<file path="src/rtl/rvu_pkg.sv">
`timescale 1ns/100ps
package rvu_pkg;
  // Register byte offsets
  localparam int ADDR_W = 5;
  localparam logic [4:0] OFF_CTRL = 5'h00;
  localparam logic [4:0] OFF_MIN_FREQ = 5'h04;
  localparam logic [4:0] OFF_MAX_FREQ = 5'h08;
  localparam logic [4:0] OFF_TIMING = 5'h0C;
  localparam logic [4:0] OFF_STATUS = 5'h10;
  localparam logic [4:0] OFF_IRQ_STAT = 5'h14;
  localparam logic [4:0] OFF_IRQ_MASK = 5'h18;
  // Control field positions
  localparam int CTRL_EN_BIT = 7;
  localparam int CTRL_BOTH_BIT = 6;
  localparam int CTRL_FW_BIT = 5;
  localparam int CTRL_POL_BIT = 4;
  // Timing field positions
  localparam int TIM_CONF_LSB = 0;
  localparam int TIM_END_LSB = 4;
  localparam int TIM_DLY_LSB = 8;
  // Status field positions
  localparam int ST_ENV_BIT = 0;
  localparam int ST_OS_BIT = 1;
  localparam int ST_POS_BIT = 2;
  localparam int ST_NEG_BIT = 3;
  localparam int ST_FSM_LSB = 4;
  // Reset values
  localparam logic [3:0] CTRL_RST = 4'h0;
  localparam logic [5:0] MIN_FREQ_RST = 6'h24;
  localparam logic [5:0] MAX_FREQ_RST = 6'h07;
  localparam logic [2:0] CONF_RST = 3'h2;
  localparam logic [3:0] END_RST = 4'h3;
  localparam logic [2:0] DLY_RST = 3'h0;
  // Timing
  localparam int CLK_PERIOD_NS = 100;
  localparam int TICK_US = 1000;
  localparam int TICK_CYCLES = TICK_US * 1000 / CLK_PERIOD_NS;
  localparam int ONESHOT_MS = 5000;
  localparam int ONESHOT_TICKS = ONESHOT_MS * 1000 / TICK_US;
  localparam int CONF_UNIT = 64;
  localparam int END_UNIT = 64;
  localparam int DLY_UNIT = 256;
  localparam int DIV_W = 24;
  localparam int IVL_W = 7;
  localparam int CNT_W = 12;
  localparam int OS_W = 13;
  // Last threshold seen
  localparam logic [1:0] POL_NONE = 2'h0;
  localparam logic [1:0] POL_POS = 2'h1;
  localparam logic [1:0] POL_NEG = 2'h2;
  typedef enum logic [1:0] {ST_IDLE, ST_CHECK, ST_VALID} rvu_state_t;
endpackage

module rvu_tick #(
  parameter int unsigned DIV = 10000
) (
  input wire logic sys_clk,
  input wire logic rstn,
  input wire logic run,
  output logic tick
);
  import rvu_pkg::*;
  logic [DIV_W-1:0] cnt_q;
  logic [DIV_W-1:0] cnt_d;
  wire last_w = (cnt_q == DIV_W'(DIV - 1));

  // Divider restarts whenever it is stopped
  assign cnt_d = (!run || last_w) ? '0 : cnt_q + 1'b1;
  assign tick = run && last_w;

  always_ff @(posedge sys_clk or negedge rstn)
  begin
    if (!rstn)
      cnt_q <= '0;
    else
      cnt_q <= cnt_d;
  end
endmodule

</file>
<file path="src/rtl/rvu_top.sv">
`timescale 1ns/100ps
// How it works
// - Frequency is judged by the time between alternating threshold crossings.
// - Interval longer than the six-bit timeout means frequency too low.
// - Interval shorter than the six-bit minimum count means frequency too high.
// - Three-bit duration sets how long frequency must stay in tolerance.
// - After validation, ring ends when no threshold hit occurs for the four-bit timeout.
// - Delay timer starts at validation; ring indicated only if it beats ring end.
// - One enable bit switches validation on or off, also in sleep.
// - With validation on, the status bit shows the validated ring envelope.
// - Flag sets on status rise, or on both edges when edge select set.
// - Interrupt pin follows the masked flag with selectable polarity.
// - Indicator pin follows envelope, or a five second retriggered one-shot.
// - Flag stays set until host writes one to clear it.
// - Status bit is forced to zero while off-hook.
module rvu_top #(
  parameter int unsigned TICK_CYCLES = rvu_pkg::TICK_CYCLES
) (
  input wire logic sys_clk,
  input wire logic rstn,
  input wire logic [rvu_pkg::ADDR_W-1:0] avs_address,
  input wire logic avs_read,
  input wire logic avs_write,
  input wire logic [31:0] avs_writedata,
  input wire logic [3:0] avs_byteenable,
  output logic [31:0] avs_readdata,
  output logic avs_waitrequest,
  input wire logic ring_pos_in,
  input wire logic ring_neg_in,
  input wire logic off_hook_in,
  output logic irq,
  output logic int_pin,
  output logic ring_indicator_pin_o,
  output logic ring_indicator_pin_oe_n
);
  import rvu_pkg::*;

  // Pin synchronisers with agreement filter
  wire [2:0] pins_w = {off_hook_in, ring_neg_in, ring_pos_in};
  logic [2:0] s1_q, s2_q, s3_q, flt_q, prev_q;
  genvar gi;
  generate
    for (gi = 0; gi < 3; gi++)
    begin : g_sync
      always_ff @(posedge sys_clk or negedge rstn)
      begin
        if (!rstn)
        begin
          s1_q[gi] <= 1'b0;
          s2_q[gi] <= 1'b0;
          s3_q[gi] <= 1'b0;
          flt_q[gi] <= 1'b0;
          prev_q[gi] <= 1'b0;
        end
        else
        begin
          s1_q[gi] <= pins_w[gi];
          s2_q[gi] <= s1_q[gi];
          s3_q[gi] <= s2_q[gi];
          flt_q[gi] <= (s2_q[gi] == s3_q[gi]) ? s3_q[gi] : flt_q[gi];
          prev_q[gi] <= flt_q[gi];
        end
      end
    end
  endgenerate

  // Configuration and state registers
  logic [3:0] ctrl_q;
  logic [5:0] min_freq_q, ring_max_freq_count_q;
  logic [2:0] ring_confirm_duration_q, ring_indicate_delay_q;
  logic [3:0] ring_end_timeout_q;
  logic ring_irq_mask_q, ring_irq_flag_q, ring_irq_flag_d;
  logic done_q;
  logic [31:0] rdata_q;
  rvu_state_t state_q, state_d;
  logic [IVL_W-1:0] ivl_q, ivl_d;
  logic [CNT_W-1:0] dur_q, dur_d, eto_q, eto_d, dly_q, dly_d;
  logic env_q, env_d;
  logic [1:0] last_pol_q, last_pol_d;
  logic [OS_W-1:0] os_q, os_d;
  logic ring_envelope_status_q, status_d;
  logic ind_q, int_pin_q;
  logic tick;

  wire ring_validation_enable = ctrl_q[CTRL_EN_BIT-4];
  wire ring_both_edge_select = ctrl_q[CTRL_BOTH_BIT-4];
  wire full_wave_select = ctrl_q[CTRL_FW_BIT-4];
  wire int_pol_high = ctrl_q[CTRL_POL_BIT-4];
  wire pos_f = flt_q[0];
  wire neg_f = flt_q[1];
  wire off_hook = flt_q[2];
  wire pos_rise = flt_q[0] & ~prev_q[0];
  wire neg_rise = flt_q[1] & ~prev_q[1];
  wire hit = pos_rise | neg_rise;
  wire crossing = (pos_rise && last_pol_q == POL_NEG) || (neg_rise && last_pol_q == POL_POS);
  wire run = ring_validation_enable && !off_hook;
  wire os_hit = pos_rise | (full_wave_select & neg_rise);
  wire [CNT_W-1:0] conf_lim = CNT_W'(ring_confirm_duration_q * CONF_UNIT);
  wire [CNT_W-1:0] end_lim = CNT_W'(ring_end_timeout_q * END_UNIT);
  wire [CNT_W-1:0] dly_lim = CNT_W'(ring_indicate_delay_q * DLY_UNIT);
  wire oneshot = (os_q != '0);

  // Fixed tick for the validation timers
  rvu_tick #(
    .DIV(TICK_CYCLES)
  ) u_tick (
    .sys_clk(sys_clk),
    .rstn(rstn),
    .run(1'b1),
    .tick(tick)
  );

  // Avalon slave, one wait state on every access
  wire req = avs_read | avs_write;
  wire acc = req & done_q;
  wire wr = avs_write & acc;
  wire wr_b0 = wr & avs_byteenable[0];
  wire wr_b1 = wr & avs_byteenable[1];
  wire sel_ctrl = (avs_address == OFF_CTRL);
  wire sel_min = (avs_address == OFF_MIN_FREQ);
  wire sel_max = (avs_address == OFF_MAX_FREQ);
  wire sel_tim = (avs_address == OFF_TIMING);
  wire sel_stat = (avs_address == OFF_STATUS);
  wire sel_irq = (avs_address == OFF_IRQ_STAT);
  wire sel_mask = (avs_address == OFF_IRQ_MASK);
  wire irq_clr = wr_b0 & sel_irq & avs_writedata[0];
  wire [31:0] rd_mux =
    sel_ctrl ? {24'h000000, ctrl_q, 4'h0} :
    sel_min ? {26'h0000000, min_freq_q} :
    sel_max ? {26'h0000000, ring_max_freq_count_q} :
    sel_tim ? {21'h000000, ring_indicate_delay_q, ring_end_timeout_q, 1'b0, ring_confirm_duration_q} :
    sel_stat ? {26'h0000000, state_q, neg_f, pos_f, oneshot, ring_envelope_status_q} :
    sel_irq ? {31'h00000000, ring_irq_flag_q} :
    sel_mask ? {31'h00000000, ring_irq_mask_q} : 32'h00000000;
  assign avs_waitrequest = req & ~done_q;
  assign avs_readdata = rdata_q;

  always_ff @(posedge sys_clk or negedge rstn)
  begin
    if (!rstn)
    begin
      done_q <= 1'b0;
      rdata_q <= 32'h00000000;
    end
    else
    begin
      done_q <= req & ~done_q;
      if (req && !done_q)
        rdata_q <= rd_mux;
    end
  end

  always_ff @(posedge sys_clk or negedge rstn)
  begin
    if (!rstn)
    begin
      ctrl_q <= CTRL_RST;
      min_freq_q <= MIN_FREQ_RST;
      ring_max_freq_count_q <= MAX_FREQ_RST;
      ring_confirm_duration_q <= CONF_RST;
      ring_end_timeout_q <= END_RST;
      ring_indicate_delay_q <= DLY_RST;
      ring_irq_mask_q <= 1'b0;
    end
    else
    begin
      if (wr_b0 && sel_ctrl)
        ctrl_q <= avs_writedata[7:4];
      if (wr_b0 && sel_min)
        min_freq_q <= avs_writedata[5:0];
      if (wr_b0 && sel_max)
        ring_max_freq_count_q <= avs_writedata[5:0];
      if (wr_b0 && sel_tim)
      begin
        ring_confirm_duration_q <= avs_writedata[TIM_CONF_LSB +: 3];
        ring_end_timeout_q <= avs_writedata[TIM_END_LSB +: 4];
      end
      if (wr_b1 && sel_tim)
        ring_indicate_delay_q <= avs_writedata[TIM_DLY_LSB +: 3];
      if (wr_b0 && sel_mask)
        ring_irq_mask_q <= avs_writedata[0];
    end
  end

  // Validation sequencer
  always_comb
  begin
    state_d = state_q;
    ivl_d = ivl_q;
    dur_d = dur_q;
    eto_d = eto_q;
    dly_d = dly_q;
    env_d = env_q;
    last_pol_d = pos_rise ? POL_POS : (neg_rise ? POL_NEG : last_pol_q);
    if (!run)
    begin
      state_d = ST_IDLE;
      ivl_d = '0;
      dur_d = '0;
      eto_d = '0;
      dly_d = '0;
      env_d = 1'b0;
      last_pol_d = POL_NONE;
    end
    else
    begin
      case (state_q)
        ST_IDLE:
          if (hit)
          begin
            state_d = ST_CHECK;
            ivl_d = '0;
            dur_d = '0;
          end
        ST_CHECK:
          if (crossing)
          begin
            ivl_d = '0;
            if (IVL_W'(ring_max_freq_count_q) > ivl_q)
              dur_d = '0;
          end
          else if (tick)
          begin
            if (ivl_q > IVL_W'(min_freq_q))
              state_d = ST_IDLE;
            else if (dur_q >= conf_lim)
            begin
              state_d = ST_VALID;
              eto_d = '0;
              dly_d = '0;
            end
            else
            begin
              ivl_d = ivl_q + 1'b1;
              dur_d = dur_q + 1'b1;
            end
          end
        ST_VALID:
        begin
          if (tick)
          begin
            if (!hit && eto_q >= end_lim)
            begin
              state_d = ST_IDLE;
              env_d = 1'b0;
            end
            else
            begin
              eto_d = eto_q + 1'b1;
              if (dly_q >= dly_lim)
                env_d = 1'b1;
              else
                dly_d = dly_q + 1'b1;
            end
          end
          if (hit)
            eto_d = '0;
        end
        default:
          state_d = ST_IDLE;
      endcase
    end
  end

  // Unqualified one-shot, retriggered by positive threshold hits, and by negative ones only when full wave select is set
  assign os_d = off_hook ? '0 : (os_hit ? OS_W'(ONESHOT_TICKS) : ((tick && oneshot) ? os_q - 1'b1 : os_q));
  assign status_d = off_hook ? 1'b0 : (ring_validation_enable ? env_q : oneshot);
  wire st_rise = status_d & ~ring_envelope_status_q;
  wire st_fall = ~status_d & ring_envelope_status_q;
  wire irq_set = st_rise | (ring_both_edge_select & st_fall);
  assign ring_irq_flag_d = irq_set | (ring_irq_flag_q & ~irq_clr);
  wire irq_line = ring_irq_flag_q & ring_irq_mask_q;

  always_ff @(posedge sys_clk or negedge rstn)
  begin
    if (!rstn)
    begin
      state_q <= ST_IDLE;
      ivl_q <= '0;
      dur_q <= '0;
      eto_q <= '0;
      dly_q <= '0;
      env_q <= 1'b0;
      last_pol_q <= POL_NONE;
      os_q <= '0;
      ring_envelope_status_q <= 1'b0;
      ring_irq_flag_q <= 1'b0;
      ind_q <= 1'b0;
      int_pin_q <= 1'b1;
    end
    else
    begin
      state_q <= state_d;
      ivl_q <= ivl_d;
      dur_q <= dur_d;
      eto_q <= eto_d;
      dly_q <= dly_d;
      env_q <= env_d;
      last_pol_q <= last_pol_d;
      os_q <= os_d;
      ring_envelope_status_q <= status_d;
      ring_irq_flag_q <= ring_irq_flag_d;
      ind_q <= full_wave_select ? oneshot : status_d;
      int_pin_q <= int_pol_high ? irq_line : ~irq_line;
    end
  end

  // Outputs; indicator is open drain, pulled low when asserted
  assign irq = irq_line;
  assign int_pin = int_pin_q;
  assign ring_indicator_pin_o = 1'b0;
  assign ring_indicator_pin_oe_n = ~ind_q;
endmodule

</file>
<file path="config.mk">
export PLATFORM = sky130hd
export DESIGN_NAME = rvu_top
export DESIGN_NICKNAME = d
export VERILOG_FILES = /design/src/rtl/rvu_pkg.sv /design/src/rtl/rvu_top.sv
export SDC_FILE = /design/constraint.sdc
export NUM_CORES = 1
export LEC_CHECK = 0
export ABC_AREA = 1
export BUFFER_PORTS_ARGS = -buffer_cell sky130_fd_sc_hd__buf_2
export CAP_MARGIN = 5
export CORE_AREA = 3 3 147 149
export DETAILED_ROUTE_END_ITERATION = 8
export DIE_AREA = 0 0 150 152
export PLACE_DENSITY_LB_ADDON = 0.2
export SLEW_MARGIN = 20
export SYNTH_ARGS = -nofsm -noshare
export SYNTH_HDL_FRONTEND = slang
export SYNTH_SLANG_ARGS = --single-unit
</file>
<file path="constraint.sdc">
create_clock -name sys_clk -period 1.96 [get_ports sys_clk]
set_clock_uncertainty 0.1 [all_clocks]
set_input_delay 0.196 -clock sys_clk [delete_from_list [all_inputs] [get_ports sys_clk]]
set_output_delay 0.196 -clock sys_clk [all_outputs]
set_load 0.05 [all_outputs]
</file>
# Word level (Yosys, flattened, before mapping)
# Cells that the tools add are included.
# classes
add_sub_neg	6
multipliers	0
div_mod_pow	0
n_lt_le_gt_ge	5
n_eq_ne	36
shifts	0
mux	61
n_bitwise	28
reduce_logical	26
# ops
op	count
two-way mux 12 bit	19
one-hot mux 12 bit (2 select lines)	3
two-way mux 11 bit	4
two-way mux 7 bit	6
two-way mux 13 bit	3
adder 12 x 1 -> 12 bit (second input constant)	3
inequality test 3 bit (second input constant)	10
inequality test 4 bit (second input constant)	7
adder 24 x 1 -> 24 bit (second input constant)	1
== test 24 x 14 -> 1 bit (second input constant)	1
two-way mux 24 bit	1
two-way mux 2 bit	11
AND 1 bit	15
== test 5 bit (second input constant)	3
one-hot mux 7 bit (2 select lines)	1
nonzero test 13 bit	1
subtractor 13 x 1 -> 13 bit (second input constant)	1
greater-or-equal comparator 12 x 10 -> 1 bit	1
greater-or-equal comparator 12 x 11 -> 1 bit	1
greater-or-equal comparator 12 x 9 -> 1 bit	1
logical AND 1 bit	12
AND reduction 6 bit	2
two-way mux 1 bit	11
== test 5 x 4 -> 1 bit (second input constant)	2
23 further kinds	42
# totals
regBits	163
latchBits	0
ram_bits	0
romBits	0
input_bits	48
word_cells	198
memories	0

# Longest topological paths before layout
# Gate-level depths: netlist (run 1).
# logic_depth
word_depth	10
depth_mapped	15

# By module
# From an unflattened synthesis (run 1), not the netlist that was laid out.
# hier_totals
hier_cells	1160
hier_area_um2	8508.2
# modules_own_cells
mod	instances	cells_each	area_per_inst_um2	seq_area_each_um2
rvu_top	1	945	7034.2	2964.1
rvu_tick	1	215	1473.9	600.6

# Worst setup path before layout (run 1)
# OpenSTA, ideal clock, no wires.
# synth_timing
path_type	register to register
startpoint	register min_freq_q[2]
endpoint	register eto_q[0]
t_arrival_ns	1.765
required_ns	1.743
setup_slack_ns	-0.022
stages_incl_launch_ff	14
n_path_buf	1
path_cell_list	dfstp_2 inv_1 ha_1 a21oi_1 nand2_1 nand2_1 nand2_1 nand3_1 nand2_1 nor2_1 nand2_1 buf_4 nand2_1 nand2_1
# synth_via
elab_chain_cells	3
# synth_lines
item	line_no	source
start, declared	rvu_top.sv:69	logic [5:0] min_freq_q, ring_max_freq_count_q;
start signal, assigned	rvu_top.sv:170	min_freq_q <= avs_writedata[5:0];
greater-than comparator 7 x 6 -> 1 bit	rvu_top.sv:224	if (ivl_q > IVL_W'(min_freq_q))
inequality test 3 bit (no source line)	n/a	
AND reduction 7 bit (no source line)	n/a	
end signal, assigned	rvu_top.sv:296	eto_q <= eto_d;
end, declared	rvu_top.sv:77	logic [CNT_W-1:0] dur_q, dur_d, eto_q, eto_d, dly_q, dly_d;
# No other way between the ends.
# A chain may end at the register's enable or synchronous reset.

# Worst setup path after layout (run 1)
# layout_timing
startpoint	register min_freq_q[5]
endpoint	register ivl_q[2]
# layout_via
elab_chain_cells	3
# layout_lines
item	line_no	source
greater-than comparator 7 x 6 -> 1 bit	rvu_top.sv:224	
inequality test 4 bit (no source line)	n/a	
AND reduction 5 bit (no source line)	n/a	
end signal, assigned	rvu_top.sv:294	ivl_q <= ivl_d;
end, declared	rvu_top.sv:76	logic [IVL_W-1:0] ivl_q, ivl_d;
# No other way between the ends.

==> results of run 1 <==
==> critical path, cell delays in order (launching register included) <==
cell and delay, ps:
dfstp_2 540, inv_2 50, ha_4 270, nand2_4 50
nor2_4 110, nand3b_1 170, nand2_2 130, nand2_1 50
nand2_1 70, nand2_2 60, nor2_4 140, buf_6 160
nand2_2 40, o21ai_1 90
==> layout make-up <==
cell class | count | share of cell area [%]
multi-input combinational | 822 | 41.5
inverter | 164 | 5.71
tap | 270 | 3.11
sequential | 142 | 32.8
timing repair buffer | 163 | 11.6
clock inverter | 15 | 1.35
clock buffer | 17 | 3.91
==> worst max path at each step <==
stage,startpoint,to,depth (start not counted)
floorplan,ring_confirm_duration_q[1]$_DFFE_PN1P_,dly_q[1]$_DFFE_PN0P_,11
global placement,min_freq_q[5]$_DFFE_PN1P_,ivl_q[0]$_DFFE_PN0P_,13
detailed placement,min_freq_q[2]$_DFFE_PN1P_,ivl_q[0]$_DFFE_PN0P_,14
CTS,min_freq_q[5]$_DFFE_PN1P_,ivl_q[1]$_DFFE_PN0P_,14
global route,min_freq_q[5]$_DFFE_PN1P_,ivl_q[2]$_DFFE_PN0P_,13
finish,min_freq_q[5]$_DFFE_PN1P_,ivl_q[2]$_DFFE_PN0P_,13
==> routing by layer <==
layer | vias up | routed length [um]
li1 | 3998 | -
met1 | 3662 | 10200
met2 | 131 | 10800
met3 | 29 | 815
met4 | 0 | 384
met5 | - | 0
==> power by group <==
group	switching, W	internal [W]	total (W)
Clock	0.00146	0.00169	0.00315
Sequential	0.000123	0.00312	0.00324
Combinational	0.00104	0.000563	0.00161
==> registers in the layout, indices dropped and copies added (netlist names), 4 cells and up <==
name                   flops
ring_end_timeout_q         4
os_q                      13
u_tick.cnt_q              24
ivl_q                      7
ctrl_q                     4
avs_readdata              11
dly_q                     12
dur_q                     12
eto_q                     12
ring_max_freq_count_q      6
min_freq_q                 6
==> logic make-up (layout without fill, tap and decap cells) <==
family          after synthesis  after routing  share of synthesized area [%]
simple gates                624            625                           32.3
other cells                   1             22                         0.0440
fa+ha+maj                    35             35                           5.05
flops                       142            142                           41.8
compound gates              115            115                           7.59
mux                           1              1                          0.132
buf+inv                     208            359                           10.6
xor+xnor                     24             24                           2.47
==> through the flow <==
step | power (W) | setup slack [ps]
2_1_floorplan | 0.00427 | -8.70
3_3_place_gp | 0.00472 | -173
3_5_place_dp | 0.00474 | -212
4_1_cts | 0.00805 | -110
5_1_grt | 0.00844 | -271
6_report | 0.00800 | -155
==> what timing repair did <==
action	4_1_cts	5_1_grt
endpoints found under the setup margin	45	61
setup buffers	7	6
gates cloned	2	0
hold buffers	15	0
resized for setup	72	53
pin swaps	33	19
endpoints found under the hold margin	155	0
==> layout by cell type (no fill, tap or decap), types with 5 or more instances in the layout <==
master,instances
clkbuf_16,17
nand3_1,79
a21oi_1,24
nand2_1,258
ha_1,27
nand3b_1,9
or2_2,6
nand2_2,46
conb_1,22
buf_4,96
o22ai_1,5
inv_6,6
nor2_4,11
nor2_2,13
nor2_1,103
dlygate4sd3_1,15
a21oi_2,5
inv_8,5
nor3_1,38
buf_2,38
o21ai_1,8
dfrtp_1,130
ha_4,5
nand4_1,19
xor2_1,20
o21ai_0,46
inv_2,14
buf_6,8
o21bai_1,8
dfstp_2,9
inv_1,149
nor4_1,17
nand3_2,16
==> flow_summary_export.csv, run 1 <==
group,metric,value,unit
layout,multiInputGateArea,4510,um2
sta,whs,35.6,ps
synthesis,synth_top_cell_by_area,"dfrtp_1",
die,ioPinCount,85,
drt,ant_nets,0,
global_routing,busiest_layer,"met2",
pwr,powerDensity,736,nW/um2
placed_design,io_buffers,39,
clock_tree,clkSinkCount,142,
global_routing,overflow,0,
clock_tree,clkLatencyLatePin,430,ps
drt,drt_iter0_drc,446,
layout,nFillCells,1919,
layout,design_area,10900,um2
global_routing,use_met3,4.20,%
drt,drt_wl_total,22.2,mm
sta,drv_slew,0,
synthesis,synth.area.top_cells,"dfrtp_1 (39%), nand2_1 (13%), inv_1 (6.8%)",
pwr,p_leak,5.41,nW
worst_hold_path,whs_endpoint,"done_q$_DFF_PN0_",
global_routing,grt_pass1_wl,37.9,mm
placed_design,place_hpwl,16.3,mm
setup_path,critical_path.max_fanout,8,
sta,layout_setup_ws,-155,ps
clock_tree,clk_pin_slew_worst_paths,70,ps
die,start_util,42.0,%
setup_path,critPathKind,"flip-flop to flip-flop",
layout,final-seq-area,3570,um2
clock_tree,cts_root_buffer,"clkbuf_16",
setup_path,worstRegToRegCells,13,
global_routing,met1_usage,27.0,%
pwr,ir_worst_vdd,511,uV
die,fp.dieW,150,um
outcome,violations,"negative setup slack",
synthesis,synth_area_per_cell,7.41,um2
clock_tree,cts_tree,"yes",
die,dieArea,22800,um2
clock_tree,htreeDepth,4,
sta,tightest_slew,512,ps
synthesis,async_flop_share,100,%
setup_path,worstPathArrival,2360,ps
setup_path,critical_path.endpoint_type,"flip-flop",
synthesis,syn_inst,1150,
synthesis,synth.yosys.seq_area_share,41.8,%
layout,stdcell_count,1593,
drt,drt_first_pass_iters,4,
clock_tree,clockBufferDepth,2,
run,maxCapViolCount,0,
outcome,status,"finished, violations left",
global_routing,grt_max_degree,46,
synthesis,synth_edf_count,0,
sta,final-hold-violation-count,0,
drt,vias,7820,
setup_path,r2r_slack,-160,ps
global_routing,antenna_found_initial,0,
layout,syn_to_final_growth,27.5,%
synthesis,yosysWarnings,0,
sta,timing.fmax,473,MHz
placed_design,placedCellCount,1531,
global_routing,use_met2,33.7,%
synthesis,ys_ff_latch,142,
global_routing,track_usage,20.4,%
layout,antenna_cells,0,
synthesis,ys_types,44,
clock_tree,cts_buffers,17,
drt,vias_per_cell,4.91,
layout,finalNetCount,1390,
placed_design,gp_congestion,0.887,
worst_hold_path,hold_start,"avs_write",
drt,route.detailed.drc,0,
sta,setup_viol_count_final,45,
layout,drive_gt1_share,24.2,%
die,dieHeight,152,um
die,rows,52,
sta,timing.slew.headroom,65.8,%
synthesis,yosysTopAreaCellShare,39.0,%
sta,period_needed,2120,ps
sta,finalSetupTns,-4400,ps
layout,final_util,53.5,%
synthesis,netlist_area,8530,um2
synthesis,yosys-top-cells-count,"nand2_1 (301), inv_1 (155), dfrtp_1 (133)",
sta,rsz0062_at_grt,"true",
global_routing,grt_pass1_vias,7660,
synthesis,yosysMostFrequentCell,"nand2_1",
placed_design,placedInstanceArea,9610,um2
die,core,20300,um2
setup_path,required,2200,ps
setup_path,cp-start-kind,"flip-flop",
setup_path,r2r_start,"min_freq_q[5]$_DFFE_PN1P_",
synthesis,synth-main-ff-cell,"dfrtp_1",
drt,wire_per_inst,13.9,um
worst_hold_path,hold_path_class,"primary input to flip-flop",
setup_path,r2r-end,"ivl_q[2]$_DFFE_PN0P_",
sta,min_period_over_period,108,%
worst_hold_path,hold_depth,3,
(Power assumes the default switching activity.)
==> run 2, diff against run 1 <==
- CTS_BUF_LIST: not set -> sky130_fd_sc_hd__clkbuf_8
- SYNTH_HIERARCHICAL: not set -> 1
==> run 2 against run 1 <==
Net effect:
- the run still ends with negative setup slack left
- sequential share of layout area is 0.48 points lower
- first-iteration DRC count rose by 3.1%
- hold slack better by 13 ps
- die area is the same
- synthesized cell count rose by 0.87%
- combinational power fell by 6%
- critical path type unchanged
- design area up 1.5%
- cell count up 1.6%
- power shrank 9.6%
- sequential cell count did not move
==> flow_summary_export.csv, run 2 <==
group,metric,value,unit
outcome,status,"finished, violations left",
outcome,violations,"negative setup slack",
synthesis,synth_edf_count,0,
die,start_util,41.9,%
die,core,20300,um2
placed_design,place_hpwl,15.7,mm
synthesis,netlist_area,8510,um2
pwr,total_power,0.00723,W
sta,timing.fmax,464,MHz
sta,rsz0062_at_grt,"true",
setup_path,critPathKind,"flip-flop to flip-flop",
clock_tree,clk_pin_slew_worst_paths,90,ps
synthesis,ys_types,43,
synthesis,synth.yosys.seq_area_share,41.9,%
synthesis,synthMuxAreaShare,0,%
sta,tightest_slew,576,ps
synthesis,syn_inst,1160,
synthesis,yosysTopAreaCellShare,39.1,%
synthesis,synth_xor_xnor_area_share,2.47,%
synthesis,yosys-top-cells-count,"nand2_1 (319), nor2_1 (153), dfrtp_1 (133)",
worst_hold_path,hold_path_class,"primary input to async pin",
placed_design,io_buffers,39,
synthesis,synth_area_per_cell,7.33,um2
clock_tree,clockBufferDepth,2,
layout,drive_gt1_share,26.6,%
synthesis,ys_ff_latch,142,
drt,ant_nets,0,
global_routing,grt_pass1_wl,35.9,mm
layout,final_common_cell,"nand2_1",
synthesis,synth.area.top_cells,"dfrtp_1 (39%), nand2_1 (14%), nor2_1 (6.8%)",
global_routing,overflow,0,
clock_tree,cts_tree,"yes",
synthesis,yosys.area_share.simple,33.9,%
placed_design,dpl_worst_slack,-232,ps
sta,final-hold-violation-count,0,
layout,antenna_cells,0,
layout,design_area,11000,um2
sta,timing.slew.headroom,61.6,%
clock_tree,clkLatencyLatePin,460,ps
die,dieArea,22800,um2
placed_design,gp_congestion,0.878,
drt,vias,7918,
synthesis,async_flop_share,100,%
sta,layout_setup_ws,-194,ps
drt,vias_per_cell,4.89,
drt,drt_wl_total,22.2,mm
sta,setup_viol_count_final,45,
drt,drt_iter0_drc,460,
clock_tree,cts_buffers,17,
global_routing,grt_max_degree,48,
sta,min_period_over_period,110,%
pwr,powerDensity,656,nW/um2
synthesis,synth-main-ff-cell,"dfrtp_1",
drt,drt_first_pass_iters,5,
layout,final_cell_mix,"nand2_1 (272), nor2_1 (140), dfrtp_1 (131)",
global_routing,track_usage,19.3,%
global_routing,grt_pass1_vias,7191,
synthesis,synth_compound_area_share,7.21,%
placed_design,placedInstanceArea,9710,um2
sta,period_needed,2150,ps
die,rows,52,
die,fp.dieW,150,um
clock_tree,htreeDepth,4,
sta,drv_slew,0,
synthesis,yosysMostFrequentCell,"nand2_1",
drt,route.detailed.drc,0,
layout,syn_to_final_growth,29.6,%
synthesis,yosysWarnings,6,
die,ioPinCount,85,
layout,finalNetCount,1415,
pwr,p_leak,5.22,nW
setup_path,critical_path.max_fanout,6,
synthesis,synth_fa_ha_area_share,5.06,%
setup_path,critical_path.endpoint_type,"flip-flop",
run,maxCapViolCount,0,
global_routing,antenna_found_initial,0,
setup_path,worstPathArrival,2450,ps
setup_path,cp-start-kind,"flip-flop",
clock_tree,clkSinkCount,142,
clock_tree,cts_root_buffer,"clkbuf_8",
synthesis,synth_top_cell_by_area,"dfrtp_1",
layout,largestRegisters,"u_tick/cnt_q: 24 flops, os_q: 13 flops",
die,dieHeight,152,um
pwr,ir_worst_vdd,441,uV
sta,whs,48.2,ps
layout,largest_register,"u_tick/cnt_q",
setup_path,required,2260,ps
layout,largest_register_ffs,24,
synthesis,synth_top_family_by_area,"simple AND/OR/NAND/NOR gates",
drt,wire_per_inst,13.7,um
[run 2: power by group]
group	switching [W]	internal [W]	leakage, nW
Sequential	0.000106	0.00309	1.87
Clock	0.00131	0.00122	0.207
Combinational	0.000983	0.000524	3.15
[run 2: routing by layer]
metal / vias up / global-route usage (%) / wire, um
met4: 0 / 5.75 / 275
li1: 4045 / - / -
met5: - / 0 / 0
met1: 3691 / 28.4 / 10900
met3: 18 / 3.16 / 794
met2: 164 / 29.3 / 10300
[run 2: through the flow]
step	utilization [%]	TNS, ps	cells
6_report	54.3	-5270	1618
5_1_grt	54.3	-10470	1618
4_1_cts	52.2	-3600	1608
3_5_place_dp	47.9	-9730	1554
3_3_place_gp	47.9	-7900	1554
2_1_floorplan	-	-1730	1183
[run 2: logic make-up (layout without fill, tap and decap cells)]
| kind of cell | after synthesis | count (layout) |
|---|---|---|
| and+or+nand+nor | 664 | 666 |
| buffers and inverters | 182 | 345 |
| DFF | 142 | 142 |
| AOI/OAI and AO/OA | 111 | 111 |
| adders and majority gates | 35 | 35 |
| xor gates and xnor gates | 24 | 24 |
| other | 2 | 25 |
[run 2: repair_timing]
action                                 in CTS  in global routing
hold buffers                               15                  0
resized for setup                          74                 92
setup buffers                               4                  8
pin swaps                                  29                 46
endpoints found under the hold margin     167                  0
gates cloned                                3                  3
setup endpoints to repair                  58                 62
[run 2: area by class of cell]
cell class	count	area, um2
fillers	1925	9270
clock inverters	14	170
inverters	138	518
flip-flops and latches	142	3570
well taps	270	338
clock buffers	18	248
multi-input cells	861	4810
repair buffers	175	1380
[run 2: worst paths after layout]
kind                                                   endpoint                              startpoint  depth (start not counted)  slack (ps)
hold / removal                        u_tick/cnt_q[7]$_DFF_PN0_                                    rstn                          2          50
hold reg to reg                               s2_q[2]$_DFF_PN0_                       s1_q[2]$_DFF_PN0_                          0         260
max in group asynchronous  ring_max_freq_count_q[0]$_DFFE_PN1P_                                    rstn                          3        1120
min in group sys_clk                           done_q$_DFF_PN0_                                avs_read                          4          70
setup / recovery                           dly_q[8]$_DFFE_PN0P_  ring_confirm_duration_q[1]$_DFFE_PN1P_                         11        -190
setup reg to reg                           dly_q[8]$_DFFE_PN0P_  ring_confirm_duration_q[1]$_DFFE_PN1P_                         11        -190
[run 2: critical path, stage by stage (launching register included)]
cell and delay [ps]:
dfstp_2 540, inv_2 60, ha_4 270, nand2_2 60, nor3_2 90, nand3_1 90, nand2_2 170, a21boi_4 100
nor2_4 290, buf_6 200, nand3_2 70, nand2_1 70
==> run 3, diff against run 2 <==
- clock period: 1.96 -> 2.7 ns (I/O delays scaled with it)
==> run 3 against run 2 <==
Net effect:
- the run now ends clean
- worst setup slack improved by 490 ps
- hold slack worse by 17 ps
- register-to-register slack better by 490 ps
- core utilization is 7.3 points lower
- count of clock-buffer cells in the layout decreased by 1
- cell count shrank 6.9%
- critical endpoint is now eto_q[9]$_DFFE_PN0P_
- global-route usage fell by 0.83 points
- sequential share of layout area grew 5.0 points
- design area down 13%
- via count shrank 6.0%
==> flow_summary_export.csv, run 3 (same netlist as run 2, synthesis figures left out) <==
group,metric,value,unit
sta,final-hold-violation-count,0,
placed_design,io_buffers,39,
outcome,status,"complete, no violations",
setup_path,cp_cell_sequence,"inv_1 > ha_1 > a21oi_1 > nand2_1 > nand2_1 > nand2_1 > nand3_1 > nand2_1 > nor2_4 > nand2_2 > nand2_1 > nand2_1",
setup_path,required,2940,ps
die,core,20300,um2
global_routing,track_usage,18.5,%
layout,syn_to_final_growth,12.2,%
die,start_util,41.9,%
setup_path,worst_path_max_delay_cell,"dfstp_2",
drt,drt_iter0_drc,594,
drt,wire_per_inst,13.5,um
drt,drt_first_pass_iters,5,
pwr,p_leak,4.55,nW
pwr,seqPwrFrac,46.1,%
drt,vias,7442,
layout,final_cell_mix,"nand2_1 (318), nor2_1 (152), dfrtp_1 (133)",
die,ioPinCount,85,
setup_path,r2r_slack,300,ps
die,fp.dieW,150,um
drt,route.detailed.drc,0,
die,dieHeight,152,um
setup_path,worstPathArrival,2650,ps
sta,period_needed,2400,ps
setup_path,critical_path.max_fanout,12,
pwr,pwr-share-comb,16.7,%
setup_path,critPathKind,"flip-flop to flip-flop",
drt,drt_wl_total,20.4,mm
drt,vias_per_cell,4.94,
sta,tightest_slew,627,ps
layout,finalNetCount,1305,
sta,whs,31.0,ps
pwr,total_power,0.00505,W
sta,timing.slew.headroom,57.9,%
pwr,switchingPower,0.00156,W
global_routing,overflow,0,
layout,largest_register_ffs,24,
setup_path,cp-start-kind,"flip-flop",
layout,antenna_cells,0,
placed_design,place_hpwl,15.1,mm
sta,layout_setup_ws,297,ps
setup_path,cpPeakStageDelay,540,ps
setup_path,critical_path.endpoint_type,"flip-flop",
clock_tree,clk_pin_slew_worst_paths,80,ps
run,maxCapViolCount,0,
pwr,powerDensity,529,nW/um2
placed_design,gp_congestion,0.853,
drt,wl_met1,10.3,mm
pwr,switching_share,30.8,%
global_routing,grt_pass1_vias,6903,
global_routing,grt_max_degree,58,
setup_path,critPathMostFrequentCell,"nand2_1",
layout,largest_register,"u_tick/cnt_q",
global_routing,grt_pass1_wl,34.4,mm
layout,final_util,47.0,%
drt,ant_nets,0,
die,dieArea,22800,um2
sta,setup_viol_count_final,0,
clock_tree,clockBufferDepth,2,
global_routing,antenna_found_initial,0,
drt,wl_met2,8.91,mm
drt,met3WireLength,948,um
clock_tree,clkLatencyLatePin,450,ps
sta,drv_slew,0,
worst_hold_path,hold_path_class,"primary input to flip-flop",
setup_path,worstRegToRegCells,12,
pwr,clkPwrFrac,37.1,%
setup_path,r2r-end,"eto_q[9]$_DFFE_PN0P_",
clock_tree,cts_tree,"yes",
sta,timing.fmax,416,MHz
clock_tree,cts_root_buffer,"clkbuf_8",
clock_tree,htreeDepth,4,
worst_hold_path,hold_start,"avs_writedata[3]",
drt,dr.max_layer_used,"met4",
placed_design,dpl_worst_slack,-12.5,ps
setup_path,r2r_start,"min_freq_q[2]$_DFFE_PN1P_",
die,rows,52,
layout,final_common_cell,"nand2_1",
pwr,ir_worst_vdd,280,uV
sta,min_period_over_period,89.0,%
layout,largestRegisters,"u_tick/cnt_q: 24 flops, os_q: 13 flops",
pwr,p_int,0.00349,W
clock_tree,clkSinkCount,142,
setup_path,startpoint,"min_freq_q[2]$_DFFE_PN1P_",
clock_tree,cts_buffers,17,
layout,drive_gt1_share,10.8,%
setup_path,timing.critical_path.to,"eto_q[9]$_DFFE_PN0P_",
sta,finalSetupTns,0,ps
sta,rsz0062_at_grt,"false",
-- run 3: cell count changes in the layout (fill, tap and decap cells not counted), sizes merged --
cell,change
clkbuf,-2
bufinv,+2
clkinv,+4
dlygate4sd3,-4
nand2,-2
clkinvlp,+2
buf,-103
inv,-8
-- run 3: power groups by stage --
stage	registers (W)	logic (W)	clock network, W
floorplan	0.00241	0.000559	0
global placement	0.00237	0.000821	0
detailed placement	0.00237	0.000834	0
CTS	0.00233	0.000848	0.00193
global route	0.00235	0.000954	0.00202
finish	0.00233	0.000844	0.00187
-- run 3: how the worst min path moves through the flow --
stage                                                 endpoint  slack (ps)  depth (start not counted)
final                     ring_max_freq_count_q[3]$_DFFE_PN0P_          30                          3
after global routing      ring_max_freq_count_q[3]$_DFFE_PN0P_           9                          3
after CTS                 ring_max_freq_count_q[3]$_DFFE_PN0P_           6                          3
after detailed placement                   os_q[9]$_DFFE_PN0P_         180                          1
after global placement                     os_q[9]$_DFFE_PN0P_         170                          1
after floorplan                    avs_readdata[0]$_DFFE_PN0P_        -130                          0
-- run 3: critical path, delay by kind of cell, from the launching register on --
family / cells / cell delay, ps
simple gates: 9 / 1140
flops: 1 / 540
fa+ha+maj: 1 / 310
compound gates: 1 / 150
buf+inv: 1 / 40
-- run 3: metrics by stage --
stage,instance area (um2),std cells
6_report,9550,1507
5_1_grt,9550,1507
4_1_cts,9530,1507
3_5_place_dp,8990,1465
3_3_place_gp,8990,1465
2_1_floorplan,8590,1183
-- run 3: area by class of cell --
type                       count  area, um2
fill                        2078      10800
multi-input combinational    859       4240
sequential                   142       3560
inverter                     138        518
timing repair buffer          67        452
tap                          270        338
clock buffer                  17        234
clock inverter                14        198
-- run 3: metal layers --
metal  up-vias  global-route usage, %
li1       3798                      -
met1      3469                   27.5
met2       158                   27.4
met3        17                   3.81
met4         0                   4.97
met5         -                      0
-- run 3: what timing repair did --
item	in CTS	in global routing
gates resized for setup	1	3
hold buffers	11	0
endpoints found under the hold margin	63	0
setup buffers	0	0
setup endpoints to repair	4	29
